### src/common/tar_pkg.sv
// package: offsets, field layout and widths of the thermal result registers
package tar_pkg;
    localparam int ADDR_W = 8;
    localparam int RES_W = 15;
    // register indices; on the bus each register sits at four times its index
    localparam logic [7:0] OFF_BUS_HIGH = 8'h22;
    localparam logic [7:0] OFF_BUS_LOW = 8'h23;
    localparam logic [7:0] OFF_BAT_HIGH = 8'h24;
    localparam logic [7:0] OFF_BAT_LOW = 8'h25;
    localparam logic [7:0] OFF_DIE_HIGH = 8'h26;
    localparam logic [7:0] OFF_DIE_LOW = 8'h27;
    // register-aligned word: the low two address bits select nothing
    localparam int WORD_LSB = 2;
    localparam logic [31:0] RDATA_ZERO = 32'h0000_0000;
    localparam logic [7:0] BYTE_ZERO = 8'h00;
    localparam logic [14:0] RESULT_ZERO = 15'h0000;
    localparam int SIGN_BIT = 7;
    localparam int RES_HIGH_LSB = 8;
    localparam int RES_LOW_MSB = 7;
    // channel numbering
    localparam int CH_BUS = 0;
    localparam int CH_BAT = 1;
    localparam int CH_DIE = 2;
    localparam int N_CH = 3;
endpackage

### src/tar_result_regs.sv
// thermal converter result register bank with apb slave
`timescale 1ns/1ps
`default_nettype none

// Notes on behaviour
// - 0x23 holds bus thermistor low byte
// - 0x24 holds battery sign and bits 14:8
// - sign 1 means negative, two's complement
// - 0x25 holds battery thermistor low byte
// - battery result is percent of output rail
// - 0x26 holds die sign and bits 14:8
// - die temperature is 5C plus half degrees
// - 0x27 holds die temperature low byte
// - register-reset command clears; watchdog does not
// - bus high byte at 0x22, percent scale
module tar_result_regs (
    input wire logic pclk,
    input wire logic presetn,
    input wire logic psel,
    input wire logic penable,
    input wire logic pwrite,
    input wire logic [31:0] paddr,
    input wire logic [31:0] pwdata,
    input wire logic [3:0] pstrb,
    output logic [31:0] prdata,
    output logic pready,
    output logic pslverr,
    input wire logic reg_reset_cmd,
    input wire logic watchdog_expired,
    input wire logic bus_thermistor_valid,
    input wire logic bus_thermistor_sign,
    input wire logic [14:0] bus_thermistor_result,
    input wire logic battery_thermistor_valid,
    input wire logic battery_thermistor_sign,
    input wire logic [14:0] battery_thermistor_result,
    input wire logic die_temperature_valid,
    input wire logic die_temperature_sign,
    input wire logic [14:0] die_temperature_result
);

    // ---------------------------------------------------------------
    // result storage
    // ---------------------------------------------------------------
    logic [tar_pkg::N_CH-1:0] valid_in;
    logic [tar_pkg::N_CH-1:0] sign_in;
    logic [14:0] result_in [tar_pkg::N_CH];
    logic [tar_pkg::N_CH-1:0] sign_reg;
    logic [14:0] result_reg [tar_pkg::N_CH];

    assign valid_in = {die_temperature_valid, battery_thermistor_valid, bus_thermistor_valid};
    assign sign_in = {die_temperature_sign, battery_thermistor_sign, bus_thermistor_sign};
    assign result_in[tar_pkg::CH_BUS] = bus_thermistor_result;
    assign result_in[tar_pkg::CH_BAT] = battery_thermistor_result;
    assign result_in[tar_pkg::CH_DIE] = die_temperature_result;

    // the undefined power-up value is modelled as zero so nothing reads x;
    // watchdog_expired is deliberately not used here
    genvar g;
    generate
        for (g = 0; g < tar_pkg::N_CH; g++) begin : g_ch
            always_ff @(posedge pclk or negedge presetn) begin
                if (!presetn) begin
                    sign_reg[g] <= 1'b0;
                    result_reg[g] <= tar_pkg::RESULT_ZERO;
                end else if (reg_reset_cmd) begin
                    sign_reg[g] <= 1'b0;
                    result_reg[g] <= tar_pkg::RESULT_ZERO;
                end else if (valid_in[g]) begin
                    sign_reg[g] <= sign_in[g];
                    result_reg[g] <= result_in[g];
                end
            end
        end
    endgenerate

    // ---------------------------------------------------------------
    // apb decode
    // ---------------------------------------------------------------
    function automatic logic [7:0] high_byte(input logic s, input logic [14:0] r);
        high_byte = {s, r[tar_pkg::RES_W-1:tar_pkg::RES_HIGH_LSB]};
    endfunction

    // one register per aligned word, so a byte-lane or out-of-range address
    // decodes to no register instead of aliasing onto a neighbour
    function automatic logic index_hit(input logic [31:0] addr, input logic [7:0] index);
        logic upper_clear;
        logic lane_clear;
        upper_clear = addr[31:tar_pkg::WORD_LSB+tar_pkg::ADDR_W] == '0;
        lane_clear = addr[tar_pkg::WORD_LSB-1:0] == '0;
        index_hit = upper_clear && lane_clear && addr[tar_pkg::WORD_LSB+:tar_pkg::ADDR_W] == index;
    endfunction

    logic [7:0] bus_high_byte;
    logic [7:0] bus_low_byte;
    logic [7:0] bat_high_byte;
    logic [7:0] bat_low_byte;
    logic [7:0] die_high_byte;
    logic [7:0] die_low_byte;
    logic hit_bus_h;
    logic hit_bus_l;
    logic hit_bat_h;
    logic hit_bat_l;
    logic hit_die_h;
    logic hit_die_l;
    logic mapped;
    logic [7:0] read_byte;
    logic [31:0] prdata_next;
    logic pslverr_next;
    logic access;
    logic setup;

    assign hit_bus_h = index_hit(paddr, tar_pkg::OFF_BUS_HIGH);
    assign hit_bus_l = index_hit(paddr, tar_pkg::OFF_BUS_LOW);
    assign hit_bat_h = index_hit(paddr, tar_pkg::OFF_BAT_HIGH);
    assign hit_bat_l = index_hit(paddr, tar_pkg::OFF_BAT_LOW);
    assign hit_die_h = index_hit(paddr, tar_pkg::OFF_DIE_HIGH);
    assign hit_die_l = index_hit(paddr, tar_pkg::OFF_DIE_LOW);
    assign mapped = hit_bus_h | hit_bus_l | hit_bat_h | hit_bat_l | hit_die_h | hit_die_l;

    // the two bytes of a result are not snapshotted together: a capture between
    // the high and the low read tears the value, so software rereads the high byte
    assign bus_high_byte =
        high_byte(sign_reg[tar_pkg::CH_BUS], result_reg[tar_pkg::CH_BUS]);
    assign bus_low_byte = result_reg[tar_pkg::CH_BUS][tar_pkg::RES_LOW_MSB:0];
    assign bat_high_byte =
        high_byte(sign_reg[tar_pkg::CH_BAT], result_reg[tar_pkg::CH_BAT]);
    assign bat_low_byte = result_reg[tar_pkg::CH_BAT][tar_pkg::RES_LOW_MSB:0];
    assign die_high_byte =
        high_byte(sign_reg[tar_pkg::CH_DIE], result_reg[tar_pkg::CH_DIE]);
    assign die_low_byte = result_reg[tar_pkg::CH_DIE][tar_pkg::RES_LOW_MSB:0];

    // the hits are mutually exclusive, so the chain order carries no priority
    assign read_byte =
        hit_bus_h ? bus_high_byte :
        hit_bus_l ? bus_low_byte :
        hit_bat_h ? bat_high_byte :
        hit_bat_l ? bat_low_byte :
        hit_die_h ? die_high_byte :
        hit_die_l ? die_low_byte :
        tar_pkg::BYTE_ZERO;

    assign setup = psel && !penable;
    // reads return stored codes unscaled; the percent and degree scaling
    // is applied by software
    assign prdata_next = (setup && !pwrite) ? {24'h00_0000, read_byte} : prdata;
    // writes to result offsets do nothing but are not errors; unmapped is an error
    assign pslverr_next = setup ? !mapped : pslverr;
    assign access = psel && penable;

    // no wait states: data registered at the setup edge, answered in the first access cycle
    assign pready = access;

    always_ff @(posedge pclk or negedge presetn) begin
        if (!presetn) begin
            prdata <= tar_pkg::RDATA_ZERO;
            pslverr <= 1'b0;
        end else begin
            prdata <= prdata_next;
            pslverr <= pslverr_next;
        end
    end
endmodule

`default_nettype wire

### config.mk
export PLATFORM = sky130hd
export DESIGN_NAME = tar_result_regs
export DESIGN_NICKNAME = d
export VERILOG_FILES = /design/src/common/tar_pkg.sv /design/src/tar_result_regs.sv
export SDC_FILE = /design/constraint.sdc
export NUM_CORES = 1
export LEC_CHECK = 0
export ABC_CLOCK_PERIOD_IN_PS = 1800
export BUFFER_PORTS_ARGS = -buffer_cell sky130_fd_sc_hd__buf_4
export CAP_MARGIN = 25
export CELL_PAD_IN_SITES_DETAIL_PLACEMENT = 1
export CELL_PAD_IN_SITES_GLOBAL_PLACEMENT = 1
export CORE_ASPECT_RATIO = 0.5
export CORE_MARGIN = 2
export CORE_UTILIZATION = 30
export CTS_CLUSTER_DIAMETER = 200
export DETAILED_ROUTE_END_ITERATION = 16
export GPL_TIMING_DRIVEN = 1
export MAX_ROUTING_LAYER = met4
export PLACE_DENSITY_LB_ADDON = 0.1
export SLEW_MARGIN = 25
export SYNTH_ARGS = -nofsm -noshare
export SYNTH_HDL_FRONTEND = slang
export SYNTH_SLANG_ARGS = --single-unit
### constraint.sdc
create_clock -name pclk -period 1.8 [get_ports pclk]
set_clock_uncertainty 0.2 [all_clocks]
set_input_delay 0.27 -clock pclk [delete_from_list [all_inputs] [get_ports pclk]]
set_output_delay 0.27 -clock pclk [all_outputs]
set_load 0.05 [all_outputs]
==> metrics.md <==
| Metric | Value |
|---|---|
| Initial DRC count | `57` |
| Worst Max-Slew Pin Slew | `0.747 ns` |
| Area of the multi-input gates | `0.00137 mm^2` |
| Setup Buffers After CTS | `0` |
| Register area | `0.00143 mm^2` |
| Hold Violations, Final | `1` |
| Slew headroom | `50.2%` |
| Worst setup margin | `0.231 ns` |
| Top cell type's share of synthesized area | `47.1%` |
| Routed len/inst | `15.8 um` |
| Residual DRC count | `0` |
| Worst setup SP type | `register` |
| DIE AREA | `0.0110 mm^2` |
| Cell accounting for the most synthesized area | `dfrtp_1` |
| Final wirelength | `8970 um` |
| Top Ports | `160` |
| ANT cells | `0` |
| I/O Buffers | `98` |
| Worst-skew pair later-pin latency | `0.33 ns` |
| Failing checks | `hold timing` |
| First-pass DRT Iterations | `4` |
| Antenna violations before repair | `0` |
| Primary FF master, synth | `dfrtp_1` |
| Longest Clk Path Bufs | `2` |
| Synth top cells by count | `dfrtp_1, mux2i_1, nor2_1` |
| # nets final | `554` |
| YS warnings | `0` |
| Root Buffer Master | `clkbuf_16` |
| Most frequent cell after synthesis | `dfrtp_1` |
| Number of global-route vias before repair | `2872` |
| Routed Antenna Nets | `0` |
| CP endpoint kind | `register` |
| Vias per Instance | `4.61` |
| Worst hold path stage count | `3` |
| Post-synthesis cell area | `0.00303 mm^2` |
| Outcome | `finished, violations left` |
| CTS tree | `yes` |
| Die outline width | `146 um` |
| Max-Cap Viols | `0` |
| Worst min-delay path class | `input pin to register` |
| Worst endpoint required time | `1.80 ns` |
| CP max stage delay | `0.49 ns` |
| Crit path arrival time | `1.57 ns` |
| Sequential area share after synthesis | `47.1%` |
| Pre-CTS setup slack | `-0.0298 ns` |
| Synth async-reset ratio | `100%` |
| Die Ht | `75.1 um` |
| Mapped Avg Cell Area | `10.3 um^2` |
| Vias | `2616` |
| Core area | `0.00963 mm^2` |
| Fmax | `638 MHz` |
| Fill cells | `1132` |
| Synth unique cells | `36` |
| Total global-route track usage | `18.1%` |
| Power per cell area | `836 mW/mm^2` |
| Post-DP HPWL | `6500 um` |
| Static leakage | `0.00225 uW` |
| IR drop worst, VDD | `488 uV` |
| Slowest cell on the critical path | `mux4_2` |
| Crit path kind | `register to register` |
| Worst-path cell chain | `mux4_2 -> nand2_1 -> o21a_1 -> o31ai_1` |
| Routability congestion estimate | `0.775` |
| Crit share post-route | `87.1%` |
| Clock-pin slew on the worst setup and hold paths | `0.05 ns` |
| Synth top area cells | `dfrtp_1, mux2i_1, nor2_1` |
| Grt total ovfl | `0` |
| Initial Utilization | `31.4%` |
| Slew Limit Fails | `0` |
| Hold WS | `-0.000469 ns` |
| Worst R2R Path Depth | `4` |
| CTS resizes | `0` |
| Cell count after synthesis | `295` |
| Num CTS Buffers | `9` |
| First-pass GRT wire length | `14600 um` |
| Share of cells above drive strength 1 | `29.3%` |
| Row Count | `25` |
| RSZ-0062 raised after global routing | `no` |
| Post-synthesis register bit count | `57` |
| Number of flops mapped to enable cells by yosys | `0` |
| Final min period | `1.57 ns` |
| CTS sink cnt | `57` |
| Largest net degree at the start of global routing | `58` |
| Finish-stage setup viols | `0` |
| Area growth syn-to-layout | `48.4%` |
| CTS H-tree lvls | `3` |
| CP max FO | `2` |
[layout make-up]
cell class,count,share of cell area (%)
inverters,11,0.919
well taps,135,3.76
repair buffers,143,26.2
clock inverters,2,0.780
flip-flops and latches,57,31.7
multi-input cells,206,30.5
clock buffers,14,6.10
[stage by stage]
| step | area (um^2) | utilization (%) | cells | TNS, ns | power [uW] |
|---|---|---|---|---|---|
| 4_1_cts | 4490 | 46.6 | 568 | 0 | 3810 |
| 5_1_grt | 4490 | 46.6 | 568 | 0 | 3920 |
| 2_1_floorplan | 3120 | - | 318 | 0 | 1750 |
| 3_3_place_gp | 3810 | 39.6 | 515 | -0.313 | 1950 |
| 6_report | 4490 | 46.6 | 568 | 0 | 3760 |
| 3_5_place_dp | 3810 | 39.6 | 515 | -0.0993 | 1970 |
[placed cells by master (no fill, tap or decap), drive strengths merged, types with 3 or more instances in the layout]
cell type | synthesis | routed
a221oi | 4 | 4
a32oi | 5 | 5
buf | 35 | 106
clkbuf | 9 | 14
conb | 1 | 24
dfrtp | 57 | 57
dlygate4sd3 | 0 | 37
inv | 11 | 11
mux2 | 3 | 3
mux2i | 53 | 53
nand2 | 15 | 15
nand2b | 3 | 3
nor2 | 51 | 51
nor2b | 6 | 6
nor4 | 6 | 6
o211ai | 5 | 5
o21ai | 6 | 6
o22ai | 5 | 5
o31ai | 7 | 7
[path summary, 6_finish.rpt]
kind,start,slack [ns],end
min in group asynchronous,presetn,0.34,die_high_byte[6]$_DFFE_PN0P_
worst min register to register,prdata[7]$_DFFE_PN0P_,0.29,prdata[7]$_DFFE_PN0P_
worst min-delay path,bus_thermistor_sign,-0.0005,bus_high_byte[7]$_DFFE_PN0P_
worst max register to register,die_low_byte[6]$_DFFE_PN0P_,0.23,prdata[6]$_DFFE_PN0P_
worst max-delay path,die_low_byte[6]$_DFFE_PN0P_,0.23,prdata[6]$_DFFE_PN0P_
max in group asynchronous,presetn,0.55,prdata[2]$_DFFE_PN0P_
[routing by layer]
layer	vias to the layer above	part of all wire (%)	track usage, %	wire length (um)
met5	-	0	-	0
met4	0	0.81	4.21	73
met3	9	6.2	5.82	554
met2	88	46	29.7	4140
met1	1280	47	22.1	4210
li1	1239	-	-	-
[cell families after synthesis]
kind of cell,after synthesis,synth area share [%]
AND/OR/NAND/NOR,90,14.0
multiplexers,57,19.4
flip-flops,57,47.1
buffers and inverters,55,10.5
AO/OA/AOI/OAI,35,8.92
other,1,0.124
[repair_timing]
item | CTS | global route
hold endpoints to repair | 93 | 0
setup endpoints to repair | 0 | 0
hold buffers | 37 | 0
[flip-flops by register name, indices dropped and copies added (netlist names)]
signal and count:
bat_low_byte 8, pslverr 1, prdata 8, die_high_byte 8, die_low_byte 8, bus_high_byte 8
bus_low_byte 8, bat_high_byte 8
[critical path: cells and delay by family, from the launching register on]
kind | cells | cell delay (ns)
mux | 1 | 0.49
simple gates | 1 | 0.11
compound gates | 2 | 0.26
flops | 1 | 0.38
[power breakdown]
part	internal [uW]	switching [uW]	leakage (uW)	total, uW
Sequential	1340	37.5	0.000758	1380
Clock	1180	575	0.000153	1760
Combinational	285	337	0.00134	621
Note: power is estimated with default switching activity, not from simulation.
